`config.mk`:
```
export PLATFORM = sky130hd
export DESIGN_NAME = srtc_top
export DESIGN_NICKNAME = d
export VERILOG_FILES = /design/src/srtc_pkg.sv /design/src/srtc_crc8.sv /design/src/srtc_wire_phy.sv /design/src/srtc_top.sv
export SDC_FILE = /design/constraint.sdc
export NUM_CORES = 1
export LEC_CHECK = 0
export BUFFER_PORTS_ARGS = -buffer_cell sky130_fd_sc_hd__buf_2
export CORE_UTILIZATION = 50
export DETAILED_ROUTE_END_ITERATION = 10
export PLACE_DENSITY = 0.65
export RECOVER_POWER = 100
export SLEW_MARGIN = 5
export SYNTH_ARGS = -nofsm -noshare
export SYNTH_HDL_FRONTEND = slang
export SYNTH_HIERARCHICAL = 1
export SYNTH_SLANG_ARGS = --single-unit
```
`constraint.sdc`:
```
create_clock -name core_clk_in -period 4.7 [get_ports core_clk_in]
set_input_delay 0.47 -clock core_clk_in [delete_from_list [all_inputs] [get_ports core_clk_in]]
set_output_delay 0.47 -clock core_clk_in [all_outputs]
set_load 0.05 [all_outputs]
```
`src/srtc_pkg.sv`:
```
/*
 * shared constants of the single-wire seconds counter: command codes,
 * control byte layout, reset values and bus slot timing counts.
 * assumes a 10 MHz core clock; every count below is derived from it.
 */
package srtc_pkg;

    // core clock rate
    localparam int CLK_MHZ = 10;

    // identity layout
    localparam int ROM_BITS    = 64;
    localparam int FAMILY_BITS = 8;
    localparam int SERIAL_BITS = 48;
    localparam int CRC_BITS    = 8;
    localparam int CRC_SPAN    = FAMILY_BITS + SERIAL_BITS;
    // x^8 + x^5 + x^4 + 1, reflected for lsb-first shifting
    localparam logic [7:0] CRC_POLY_REFL = 8'h8C;

    // selection and clock function command codes
    localparam logic [7:0] CMD_READ_ID  = 8'h33;
    localparam logic [7:0] CMD_MATCH_ID = 8'h55;
    localparam logic [7:0] CMD_SKIP_ID  = 8'hCC;
    localparam logic [7:0] CMD_SEARCH   = 8'hF0;
    localparam logic [7:0] CMD_RD_CLOCK = 8'h66;
    localparam logic [7:0] CMD_WR_CLOCK = 8'h99;

    // control byte fields
    localparam int CTL_OSC_HI    = 3;
    localparam int CTL_OSC_LO    = 2;
    localparam int CTL_USER_LSB  = 4;
    localparam int CTL_USER_BITS = 4;
    localparam logic [1:0] CTL_ZERO_BITS = 2'h0;

    // reset values
    localparam logic                     OSC_RUN_RST = 1'b0;
    localparam logic [CTL_USER_BITS-1:0] USER_RST    = 4'h0;
    localparam logic [31:0]              SECS_RST    = 32'h0000_0000;

    // transfer shape: control byte plus four time bytes
    localparam int XFER_BYTES = 5;
    localparam logic [2:0] LAST_BYTE = 3'h4;

    // crystal prescaler: 32768 edges per second
    localparam int PRESC_BITS = 15;

    // bus timing in microseconds, then in core cycles
    localparam int RST_LOW_US  = 480;
    localparam int PDH_US      = 30;
    localparam int PDL_US      = 120;
    localparam int SAMPLE_US   = 30;
    localparam int ZERO_HOLD_US = 30;
    localparam int RST_LOW_CYC  = RST_LOW_US * CLK_MHZ;
    localparam int PDH_CYC      = PDH_US * CLK_MHZ;
    localparam int PDL_CYC      = PDL_US * CLK_MHZ;
    localparam int SAMPLE_CYC   = SAMPLE_US * CLK_MHZ;
    localparam int ZERO_HOLD_CYC = ZERO_HOLD_US * CLK_MHZ;
    localparam int TMR_BITS     = 13;

endpackage

```
`src/srtc_crc8.sv`:
```
/*
 * lsb-first crc over a fixed-width word, used to seal the identity code.
 * assumes a constant or slowly changing input; purely combinational.
 */
`timescale 1ns/1ps
`default_nettype none
module srtc_crc8 #(
    parameter int WIDTH = 56
) (
    // data in
    input  wire logic [WIDTH-1:0] data_in,
    // crc out
    output logic      [7:0]       crc_out
);
    import srtc_pkg::*;

    always_comb begin
        logic [7:0] c;
        logic       mix;
        c = 8'h00;
        mix = 1'b0;
        for (int i = 0; i < WIDTH; i++) begin
            mix = c[0] ^ data_in[i];
            c = {1'b0, c[7:1]};
            if (mix) begin
                c = c ^ CRC_POLY_REFL;
            end
        end
        crc_out = c;
    end

endmodule
`default_nettype wire

```
`src/srtc_wire_phy.sv`:
```
/*
 * slot timing of the single open-drain line: reset detection, presence
 * reply, per-slot sampling and holding the line low to send a zero.
 * assumes the line input is synchronous to the core clock.
 */
`timescale 1ns/1ps
`default_nettype none
module srtc_wire_phy #(
    parameter int RST_CYC = srtc_pkg::RST_LOW_CYC
) (
    // clock and reset
    input  wire logic core_clk_in,
    input  wire logic rst_n_in,
    // line
    input  wire logic line_in,
    output logic      pull_low_out,
    // protocol side
    input  wire logic send_zero_in,
    output logic      bit_done_out,
    output logic      bit_val_out,
    output logic      bus_reset_out
);
    import srtc_pkg::*;

    typedef enum logic [1:0] {P_IDLE, P_SLOT, P_PWAIT, P_PDRV} srtc_phase_t;

    localparam logic [TMR_BITS-1:0] T_RST  = TMR_BITS'(RST_CYC);
    localparam logic [TMR_BITS-1:0] T_SMP  = TMR_BITS'(SAMPLE_CYC);
    localparam logic [TMR_BITS-1:0] T_HOLD = TMR_BITS'(ZERO_HOLD_CYC);
    localparam logic [TMR_BITS-1:0] T_PDH  = TMR_BITS'(PDH_CYC);
    localparam logic [TMR_BITS-1:0] T_PDL  = TMR_BITS'(PDL_CYC);

    srtc_phase_t         ph_r, ph_nxt;
    logic [TMR_BITS-1:0] tmr_r, tmr_nxt;
    logic                prev_r, prev_nxt;
    logic                zero_r, zero_nxt;
    logic                drv_r, drv_nxt;
    logic                done_r, done_nxt;
    logic                val_r, val_nxt;
    logic                brst_r, brst_nxt;

    always_comb begin
        ph_nxt   = ph_r;
        tmr_nxt  = tmr_r;
        prev_nxt = line_in;
        zero_nxt = zero_r;
        drv_nxt  = 1'b0;
        done_nxt = 1'b0;
        val_nxt  = val_r;
        brst_nxt = 1'b0;
        case (ph_r)
            P_IDLE: begin
                // RULE22 slot starts on falling edge
                if (prev_r && !line_in) begin
                    ph_nxt   = P_SLOT;
                    tmr_nxt  = '0;
                    zero_nxt = send_zero_in;
                    drv_nxt  = send_zero_in;
                end
            end
            P_SLOT: begin
                if (tmr_r != T_RST) begin
                    tmr_nxt = tmr_r + 1'b1;
                end
                // RULE23 hold low past sampling point
                drv_nxt = zero_r && (tmr_nxt < T_HOLD);
                // RULE22 fixed-delay sample
                if (tmr_r == T_SMP) begin
                    val_nxt  = line_in;
                end
                if (tmr_r > T_SMP && line_in && !drv_r) begin
                    // RULE21 long low is a reset
                    if (tmr_r == T_RST) begin
                        ph_nxt   = P_PWAIT;
                        brst_nxt = 1'b1;
                    end else begin
                        // RULE16 bit counts only once slot ends
                        ph_nxt   = P_IDLE;
                        done_nxt = 1'b1;
                    end
                    tmr_nxt = '0;
                end
            end
            P_PWAIT: begin
                // RULE21 wait then presence low
                tmr_nxt = tmr_r + 1'b1;
                if (tmr_r == T_PDH) begin
                    ph_nxt  = P_PDRV;
                    tmr_nxt = '0;
                    drv_nxt = 1'b1;
                end
            end
            P_PDRV: begin
                tmr_nxt = tmr_r + 1'b1;
                drv_nxt = tmr_nxt < T_PDL;
                if (tmr_r == T_PDL) begin
                    ph_nxt  = P_IDLE;
                    tmr_nxt = '0;
                end
            end
            default: begin
                ph_nxt = P_IDLE;
            end
        endcase
    end

    always_ff @(posedge core_clk_in or negedge rst_n_in) begin
        if (!rst_n_in) begin
            ph_r   <= P_IDLE;
            tmr_r  <= '0;
            prev_r <= 1'b1;
            zero_r <= 1'b0;
            drv_r  <= 1'b0;
            done_r <= 1'b0;
            val_r  <= 1'b1;
            brst_r <= 1'b0;
        end else begin
            ph_r   <= ph_nxt;
            tmr_r  <= tmr_nxt;
            prev_r <= prev_nxt;
            zero_r <= zero_nxt;
            drv_r  <= drv_nxt;
            done_r <= done_nxt;
            val_r  <= val_nxt;
            brst_r <= brst_nxt;
        end
    end

    assign pull_low_out  = drv_r;
    assign bit_done_out  = done_r;
    assign bit_val_out   = val_r;
    assign bus_reset_out = brst_r;

endmodule
`default_nettype wire

```
`src/srtc_top.sv`:
```
/*
 * single-wire seconds counter: identity code, selection commands, clock
 * read and write commands, control byte and crystal-driven counter.
 * assumes synchronous line and crystal inputs and a pull-up on the line.
 */
// What this block does
// RULE1 - holds 64-bit identity: family byte, 48-bit serial, crc byte
// RULE2 - identity crc uses x^8 + x^5 + x^4 + 1
// RULE3 - all bus bytes and fields travel least significant bit first
// RULE4 - clock commands only after a completed selection command
// RULE5 - oscillator switched by control flag; counter advances only running
// RULE6 - reads come from a snapshot buffer, not the live counter
// RULE7 - control bits 1,0 read zero; 3,2 oscillator flag; 7..4 user
// RULE8 - both oscillator flag bits read 1 running, 0 stopped
// RULE9 - on differing oscillator bits the value at bit 3 wins
// RULE10 - user flags have no effect, are read/write and kept
// RULE11 - counter is 32-bit seconds, increments once a second, wraps
// RULE12 - no random access: control byte first, then time lsb first
// RULE13 - last bit of read-clock command snapshots the counter
// RULE14 - read-clock sends control byte then four time bytes
// RULE15 - reading past fifth byte repeats the same five bytes
// RULE16 - bus reset ends a read anywhere with no side effects
// RULE17 - write-clock: control byte applies at once, time into buffer
// RULE18 - written time enters the counter on the next bus reset
// RULE19 - with oscillator stopped the counter holds as plain storage
// RULE20 - selection codes 33h, 55h, CCh, F0h; unmatched waits reset
// RULE21 - reset low 480 us; presence after 15-60 us, lasting 60-240 us
// RULE22 - slots start at falling edge; device samples after fixed delay
// RULE23 - zero sent by holding line low past 15 us sample point
// RULE24 - once-a-second tick divides crystal by 32768 while running
// RULE25 - any bus reset aborts and waits for a selection command
`timescale 1ns/1ps
`default_nettype none
module srtc_top #(
    parameter logic [7:0]  FAMILY_CODE = 8'hA5, // arbitrary value
    parameter logic [47:0] SERIAL_NUM  = 48'h0123_4567_89AB, // arbitrary
    parameter int          RST_CYC     = srtc_pkg::RST_LOW_CYC
) (
    // clock and reset
    input  wire logic core_clk_in,
    input  wire logic reset_n_in,
    // single-wire line, open drain
    input  wire logic line_in,
    output logic      line_out,
    output logic      line_oe_n_out,
    // crystal
    input  wire logic crystal_in,
    output logic      crystal_out
);
    import srtc_pkg::*;

    typedef enum logic [3:0] {
        ST_IDLE, ST_ROM_CMD, ST_READ_ROM, ST_MATCH, ST_SEARCH,
        ST_FN_CMD, ST_RD_CLK, ST_WR_CLK, ST_WAIT_RST
    } srtc_state_t;

    logic        rs1_r, rs2_r;
    logic        rst_n;
    logic [7:0]  crc;
    logic [63:0] rom;
    logic        pull_low, bit_done, bit_val, bus_rst;
    logic        send_zero;

    srtc_state_t st_r, st_nxt;
    logic [5:0]  cnt_r, cnt_nxt;
    logic [1:0]  phase_r, phase_nxt;
    logic [2:0]  byte_r, byte_nxt;
    logic [7:0]  sh_r, sh_nxt;
    logic        osc_r, osc_nxt;
    logic [3:0]  user_r, user_nxt;
    logic [31:0] buf_r, buf_nxt;
    logic        pend_r, pend_nxt;
    logic [31:0] secs_r, secs_nxt;
    logic [PRESC_BITS-1:0] presc_r, presc_nxt;
    logic        xprev_r, xprev_nxt;
    logic        xout_r, xout_nxt;

    logic [7:0]  ctl_byte;
    logic [7:0]  rd_byte;
    logic [7:0]  sh_in;
    logic        rom_bit;
    logic        tick;

    // reset release through two flops
    always_ff @(posedge core_clk_in or negedge reset_n_in) begin
        if (!reset_n_in) begin
            rs1_r <= 1'b0;
            rs2_r <= 1'b0;
        end else begin
            rs1_r <= 1'b1;
            rs2_r <= rs1_r;
        end
    end
    assign rst_n = rs2_r;

    // RULE2 crc over family and serial
    srtc_crc8 #(
        .WIDTH(CRC_SPAN)
    ) u_crc (
        .data_in({SERIAL_NUM, FAMILY_CODE}),
        .crc_out(crc)
    );
    // RULE1 identity layout, family first
    assign rom = {crc, SERIAL_NUM, FAMILY_CODE};

    srtc_wire_phy #(
        .RST_CYC(RST_CYC)
    ) u_phy (
        .core_clk_in  (core_clk_in),
        .rst_n_in     (rst_n),
        .line_in      (line_in),
        .pull_low_out (pull_low),
        .send_zero_in (send_zero),
        .bit_done_out (bit_done),
        .bit_val_out  (bit_val),
        .bus_reset_out(bus_rst)
    );

    assign line_out      = 1'b0;
    assign line_oe_n_out = ~pull_low;

    // RULE7 RULE8 control byte image
    assign ctl_byte = {user_r, osc_r, osc_r, CTL_ZERO_BITS};
    assign rom_bit  = rom[cnt_r];
    // RULE3 shift in lsb first
    assign sh_in    = {bit_val, sh_r[7:1]};

    // RULE14 byte order of a read
    always_comb begin
        case (byte_r)
            3'h0:    rd_byte = ctl_byte;
            3'h1:    rd_byte = buf_r[7:0];
            3'h2:    rd_byte = buf_r[15:8];
            3'h3:    rd_byte = buf_r[23:16];
            3'h4:    rd_byte = buf_r[31:24];
            default: rd_byte = ctl_byte;
        endcase
    end

    // RULE23 which slots pull the line low
    always_comb begin
        case (st_r)
            ST_READ_ROM: send_zero = !rom_bit;
            ST_SEARCH:   send_zero = (phase_r == 2'h0) ? !rom_bit :
                                     (phase_r == 2'h1) ? rom_bit : 1'b0;
            ST_RD_CLK:   send_zero = !rd_byte[cnt_r[2:0]];
            default:     send_zero = 1'b0;
        endcase
    end

    // protocol state
    always_comb begin
        st_nxt    = st_r;
        cnt_nxt   = cnt_r;
        phase_nxt = phase_r;
        byte_nxt  = byte_r;
        sh_nxt    = sh_r;
        osc_nxt   = osc_r;
        user_nxt  = user_r;
        buf_nxt   = buf_r;
        pend_nxt  = pend_r;
        if (bus_rst) begin
            // RULE25 RULE16 abort and restart selection
            st_nxt    = ST_ROM_CMD;
            cnt_nxt   = '0;
            phase_nxt = '0;
            byte_nxt  = '0;
            pend_nxt  = 1'b0;
        end else if (bit_done) begin
            cnt_nxt = cnt_r + 1'b1;
            case (st_r)
                ST_ROM_CMD: begin
                    sh_nxt = sh_in;
                    if (cnt_r == 6'd7) begin
                        cnt_nxt = '0;
                        // RULE20 selection command decode
                        case (sh_in)
                            CMD_READ_ID:  st_nxt = ST_READ_ROM;
                            CMD_MATCH_ID: st_nxt = ST_MATCH;
                            CMD_SEARCH:   st_nxt = ST_SEARCH;
                            CMD_SKIP_ID:  st_nxt = ST_FN_CMD;
                            default:      st_nxt = ST_WAIT_RST;
                        endcase
                    end
                end
                ST_READ_ROM: begin
                    if (cnt_r == 6'd63) begin
                        st_nxt = ST_FN_CMD;
                    end
                end
                ST_MATCH: begin
                    // RULE20 unmatched device waits for reset
                    if (bit_val != rom_bit) begin
                        st_nxt = ST_WAIT_RST;
                    end else if (cnt_r == 6'd63) begin
                        st_nxt = ST_FN_CMD;
                    end
                end
                ST_SEARCH: begin
                    cnt_nxt = cnt_r;
                    if (phase_r != 2'h2) begin
                        phase_nxt = phase_r + 1'b1;
                    end else if (bit_val != rom_bit) begin
                        st_nxt = ST_WAIT_RST;
                    end else begin
                        phase_nxt = '0;
                        cnt_nxt   = cnt_r + 1'b1;
                        if (cnt_r == 6'd63) begin
                            st_nxt = ST_FN_CMD;
                        end
                    end
                end
                ST_FN_CMD: begin
                    // RULE4 clock commands only reached from selection
                    sh_nxt = sh_in;
                    if (cnt_r == 6'd7) begin
                        cnt_nxt  = '0;
                        byte_nxt = '0;
                        if (sh_in == CMD_RD_CLOCK) begin
                            // RULE13 RULE6 snapshot on final bit
                            st_nxt  = ST_RD_CLK;
                            buf_nxt = secs_r;
                        end else if (sh_in == CMD_WR_CLOCK) begin
                            st_nxt = ST_WR_CLK;
                        end else begin
                            st_nxt = ST_WAIT_RST;
                        end
                    end
                end
                ST_RD_CLK: begin
                    if (cnt_r[2:0] == 3'h7) begin
                        cnt_nxt = '0;
                        // RULE15 RULE12 wrap back to control byte
                        byte_nxt = (byte_r == LAST_BYTE) ? 3'h0 :
                                   byte_r + 1'b1;
                    end
                end
                ST_WR_CLK: begin
                    sh_nxt = sh_in;
                    if (cnt_r[2:0] == 3'h7) begin
                        cnt_nxt  = '0;
                        byte_nxt = byte_r + 1'b1;
                        case (byte_r)
                            3'h0: begin
                                // RULE17 RULE9 control applies at once
                                osc_nxt  = sh_in[CTL_OSC_HI];
                                // RULE10 user flags stored only
                                user_nxt = sh_in[CTL_USER_LSB +:
                                                 CTL_USER_BITS];
                            end
                            3'h1: buf_nxt[7:0]   = sh_in;
                            3'h2: buf_nxt[15:8]  = sh_in;
                            3'h3: buf_nxt[23:16] = sh_in;
                            default: begin
                                buf_nxt[31:24] = sh_in;
                                pend_nxt       = 1'b1;
                                st_nxt         = ST_WAIT_RST;
                            end
                        endcase
                    end
                end
                default: begin
                    cnt_nxt = cnt_r;
                end
            endcase
        end
    end

    always_ff @(posedge core_clk_in or negedge rst_n) begin
        if (!rst_n) begin
            st_r    <= ST_IDLE;
            cnt_r   <= '0;
            phase_r <= '0;
            byte_r  <= '0;
            sh_r    <= '0;
            osc_r   <= OSC_RUN_RST;
            user_r  <= USER_RST;
            buf_r   <= SECS_RST;
            pend_r  <= 1'b0;
        end else begin
            st_r    <= st_nxt;
            cnt_r   <= cnt_nxt;
            phase_r <= phase_nxt;
            byte_r  <= byte_nxt;
            sh_r    <= sh_nxt;
            osc_r   <= osc_nxt;
            user_r  <= user_nxt;
            buf_r   <= buf_nxt;
            pend_r  <= pend_nxt;
        end
    end

    // timekeeping
    always_comb begin
        xprev_nxt = crystal_in;
        xout_nxt  = osc_r ? ~crystal_in : 1'b0;
        presc_nxt = presc_r;
        tick      = 1'b0;
        // RULE24 RULE5 prescaler runs only with oscillator on
        if (osc_r && crystal_in && !xprev_r) begin
            presc_nxt = presc_r + 1'b1;
            tick      = (presc_r == {PRESC_BITS{1'b1}});
        end
        // RULE11 RULE19 count seconds, wrap, hold when stopped
        secs_nxt = tick ? secs_r + 32'h0000_0001 : secs_r;
        // RULE18 written time loads on bus reset
        if (bus_rst && pend_r) begin
            secs_nxt = buf_r;
        end
    end

    always_ff @(posedge core_clk_in or negedge rst_n) begin
        if (!rst_n) begin
            secs_r  <= SECS_RST;
            presc_r <= '0;
            xprev_r <= 1'b0;
            xout_r  <= 1'b0;
        end else begin
            secs_r  <= secs_nxt;
            presc_r <= presc_nxt;
            xprev_r <= xprev_nxt;
            xout_r  <= xout_nxt;
        end
    end

    assign crystal_out = xout_r;

endmodule
`default_nettype wire

```
; ---- Word level (Yosys, flattened, before mapping)
; Memories as Yosys holds them, arrays and structs flattened.
; Index checks and enable logic that the tools add are counted.
[totals]
reg_bits = 133
latch_bits = 0
ram_bits = 0
rom_bits = 64
inputBits = 4
memories = 1
[op_classes]
n_addsub = 6
mul = 0
div_mod_pow = 0
magnitude_cmp = 5
n_eq_ne = 51
n_shift = 0
n_mux = 78
bitwise = 3
n_reduce_logical = 43
[memory_table]
columns = memory, depth, word_bits, rd, rd_ports_with_merged_regs, wr, line
row1 = (name not given), 64, 1, 1, 0, 0, srtc_top.sv:124  ; assign rom_bit = rom[cnt_r];
[op_table]
columns = cell, n
row1 = 32-bit 2-to-1 mux, 5
row2 = 13-bit 2-to-1 mux, 6
row3 = 32-bit one-hot mux with 2 select lines, 1
row4 = 13-bit one-hot mux with 4 select lines, 1
row5 = 4-bit 2-to-1 mux, 11
row6 = 6-bit 2-to-1 mux, 6
row7 = 7-bit AND reduction, 5
row8 = "32-bit by 1-bit adder with 32-bit output, second input constant", 1
row9 = 8-bit 2-to-1 mux, 4
row10 = 8-bit one-hot mux with 4 select lines, 1
row11 = "8-bit == test, second input constant", 3
row12 = 4-bit one-hot mux with 6 select lines, 1
row13 = 6-bit one-hot mux with 4 select lines, 1
row14 = "3-bit by 2-bit inequality test with 1-bit output, second input constant", 7
row15 = 2-bit 2-to-1 mux, 10
row16 = 1-bit 2-to-1 mux, 19
row17 = 3-bit 2-to-1 mux, 6
row18 = "4-bit by 3-bit == test with 1-bit output, second input constant", 4
row19 = "8-bit by 7-bit == test with 1-bit output, second input constant", 2
row20 = "2-bit inequality test, second input constant", 8
row21 = 4-bit one-hot mux with 4 select lines, 1
row22 = "15-bit by 1-bit adder with 15-bit output, second input constant", 1
row23 = "15-bit == test, second input constant", 1
row24 = "13-bit by 1-bit adder with 13-bit output, second input constant", 1
row25 = other kinds (46), 80

; ---- Depth between registers and ports, before layout
[logic_depth]
word_depth = 8
mapped_depth = 20
ltp_nobuf = 19

; ---- Cells and area by module
; The synthesis kept the hierarchy.
[by_module_without_submodules]
columns = mod, instances, cells_per_inst, area_per_inst_um2, seq_area_each_um2
row1 = srtc_top, 1, 702, 6358.6, 2777.7
row2 = srtc_crc8, 1, 156, 1956.9, 0.0
row3 = srtc_wire_phy, 1, 175, 1622.8, 528.0

; ---- Worst setup path after synthesis
; Ideal clock, no wire load.
[synth_timing]
kind = register -> register
start = reg cnt_r[0]
end = reg cnt_r[5]
arrival_time_ns = 2.676
slack_ns = 1.903
path_stages_with_launch = 11
synth_period_minus_slack_ns = 2.797
cell_sequence = dfrtp_1 > buf_2 > inv_1 > ha_1 > or2_2 > a31oi_1 > a21boi_0 > a21oi_4 > mux2i_1 > nor2_1 > a32o_1
[synth_between]
elab_chain_cells = 6
word_cells_on_any_way = 15
[synth_rtl]
columns = element, line
row1 = from (decl), srtc_top.sv:65  ; logic [5:0] cnt_r, cnt_nxt;
row2 = from (signal assigned), srtc_top.sv:282  ; cnt_r <= cnt_nxt;
row3 = "parallel branches: the longest is 6 deep, another holds memory 64 x 1 bit", --
; Several ways; the timed one is not identified. The select of a mux whose other input is x is not followed.
; A chain may end at the register's enable or synchronous reset.

; ---- Worst setup path in the final report
; Ends and elaborated chain as after synthesis.

==> flow_metrics.tcl <==
set metrics [dict create \
    status "finished, violations left" \
    violations "max-capacitance violations, max-slew violations" \
    yosysMostFrequentCell "dfrtp_1" \
    dp_hpwl_um 15700 \
    drv_cap 2 \
    tightest_slew_ps 1640 \
    grt_pass1_vias 7137 \
    synth-edff-count 0 \
    wirelength_um 21700 \
    fin_area_um2 11000 \
    drt_pass1_iterations 5 \
    rsz0062_at_grt "no" \
    finalSetupTns_ps 0 \
    ys_ff_latch 132 \
    antenna_found_initial 0 \
    period_needed_ps 3780 \
    critPathLaunchType "flop" \
    gp_congestion 0.861 \
    synth_compound_area_share_pct 15.9 \
    fin_util_pct 56.4 \
    yosys_most_used_dff "dfrtp_1" \
    clock_path_buffers 2 \
    clkTransAtPathRegs_ps 60 \
    core_um2 19500 \
    hold_viol 0 \
    ys_types 95 \
    cts.sinks 132 \
    leakage_nw 4.99 \
    crit_type "flop to flop" \
    power.density_nw_per_um2 900 \
    cp_cell_sequence "inv_1 > ha_1 > or2_2 > a31oi_1 > a21boi_0 > a21oi_1 > mux2i_1 > nor2_1 > a32o_1" \
    root_buffer "clkbuf_16" \
    die-width_um 143 \
    drive_above_1_share_pct 7.86 \
    drcViolationCount 0 \
    cts_buffers 17 \
    peakVddDrop_v 0.00123 \
    hold_ws_ps 186 \
    arrival_ps 4090 \
    power_mw 9.88 \
    slowest_delay_ps 690 \
    synth_common_cells "dfrtp_1, xnor2_1, a21oi_1" \
    boundaryPins 7 \
    crit_slowest_cell "a21oi_1" \
    cp_top_family "compound AO/OA/AOI/OAI gates" \
    slew_headroom_pct -9.21 \
    clock_latency_ps 430 \
    gr-total-overflow 0 \
    row_count 51 \
    nFillCells 1744 \
    final_max_slew_viol_count 59 \
    vias_per_cell 5.41 \
    ff_latch_area_um2 3310 \
    wl_per_cell_um 15.7 \
    dieHeight_um 143 \
    synth_top_area_share_pct 32.7 \
    synth_simple_gate_area_share_pct 17.9 \
    yosysWarnings 6 \
    setup_violations 0 \
    hold_class "input pin to flop" \
    cts.repair.resized 0 \
    dieArea_um2 20400 \
    synth-adder-area-share_pct 1.89 \
    async_flop_share_pct 100 \
    num_vias 7495 \
    cp_max_fo 15 \
    flow.area_growth_from_synthesis_pct 10.4 \
    syn_avg_cell_area_um2 9.62 \
    period_share_pct 80.5 \
    worstPathRequired_ps 5010 \
    initial_core_util_pct 51.1 \
    synth_top_area_cell "dfrtp_1" \
    cts_tree "built" \
    htreeDepth 4 \
    first_iter_violations 633 \
    multi_input_comb_area_um2 6590 \
    finalClockSkew_ps 12.6 \
    dpl-instance-area_um2 10400 \
    synth_xor_area_share_pct 24.0 \
    yosys-top-cells-area "dfrtp_1, xnor2_1, xnor3_1, a21oi_1, xor2_1" \
    io_buffer_count 5 \
    max_freq_mhz 264 \
    yosys-mux-area-fraction_pct 3.39 \
    nets 1126 \
    grt_pass1_wl_um 36300 \
    crit_path_end_kind "flop" \
    netlist_area_um2 9940 \
    synth_top_family_by_area "XOR/XNOR gates" \
    grt_max_degree 65 \
    grt_use_total_pct 22.7 \
    ys_seq_area_share_pct 33.3 \
    diodes 0 \
    synth_cells 1033 \
    ant_nets 0 \
    critPathBufInv 1 \
]
==> logic make-up (layout without fill, tap and decap cells) <==
group / after synthesis / count (layout)
flip-flops: 132 / 132
AO/OA/AOI/OAI: 238 / 238
XOR/XNOR: 204 / 204
AND/OR/NAND/NOR: 334 / 334
other: 2 / 100
buffers and inverters: 78 / 67
multiplexers: 30 / 30
adder cells (fa/ha/maj): 15 / 15
==> stage by stage <==
step / std cells / setup slack (ps)
2_1_floorplan: 1131 / 754
3_3_place_gp: 1352 / 1460
3_5_place_dp: 1352 / 1320
4_1_cts: 1385 / 1310
5_1_grt: 1385 / 651
6_report: 1385 / 917
==> sequential cells by signal (all words and copies together) (netlist names), 4 cells and up, named ones only <==
register     cells
user_r           4
st_r             4
buf_r           32
cnt_r            6
presc_r         15
sh_r             7
u_phy/tmr_r     13
secs_r          32
==> cell type report <==
cell class	count	area share, %
clock buffer	18	4.00
clock inverter	14	1.54
inverter	26	0.889
multi-input combinational	921	60.0
sequential	132	30.1
tap	265	3.02
timing repair buffer	9	0.422
==> final timing paths <==
kind | startpoint | to | slack, ps | cells after the start
max | cnt_r[0]$_DFFE_PN0P_ | cnt_r[5]$_DFFE_PN0P_ | 920 | 9
min | line_in | u_phy/prev_r$_DFF_PN1_ | 190 | 1
max reg2reg | cnt_r[0]$_DFFE_PN0P_ | cnt_r[5]$_DFFE_PN0P_ | 920 | 9
min reg2reg | rs1_r$_DFF_PN0_ | rs2_r$_DFF_PN0_ | 350 | 0
max in group asynchronous | rs2_r$_DFF_PN0_ | secs_r[30]$_DFFE_PN0P_ | 2120 | 1
min in group asynchronous | reset_n_in | rs1_r$_DFF_PN0_ | 360 | 2
==> power breakdown <==
group | total (mW) | switching (mW) | internal, mW | leakage (nW)
clock | 1.36 | 0.552 | 0.811 | 0.293
sequential | 1.66 | 0.356 | 1.30 | 1.61
combinational | 6.86 | 2.87 | 3.98 | 3.08
==> what timing repair did <==
action	in CTS	in global routing
endpoints found under the hold margin	2	0
setup endpoints to repair	0	0
hold buffers	1	0
buffers inserted	0	0
==> routing by layer <==
metal  wire length, um  vias up  global-route usage (%)  share of wire (%)
li1                  -     3730                       -                  -
met1             10700     3607                    33.1                 49
met4               161        0                    5.04               0.74
met3              1010       12                    4.36                4.6
met5                 0        -                       0                  0
met2              9850      146                    34.9                 45
==> layout by cell type, fill, tap and decap left out, types with 13 or more instances in the layout <==
| cell | n |
|---|---|
| ha_1 | 15 |
| nand2b_1 | 13 |
| dfrtp_1 | 130 |
| xor2_1 | 52 |
| nand2_1 | 69 |
| and2_1 | 13 |
| clkbuf_16 | 17 |
| conb_1 | 100 |
| nand3_1 | 29 |
| xnor2_1 | 108 |
| a21oi_1 | 108 |
| nor2_1 | 92 |
| o21ai_0 | 25 |
| mux2_2 | 19 |
| nor3_1 | 22 |
| xnor3_1 | 29 |
| inv_1 | 25 |
| and3_1 | 16 |
Note: power is estimated with default switching activity, not from simulation.
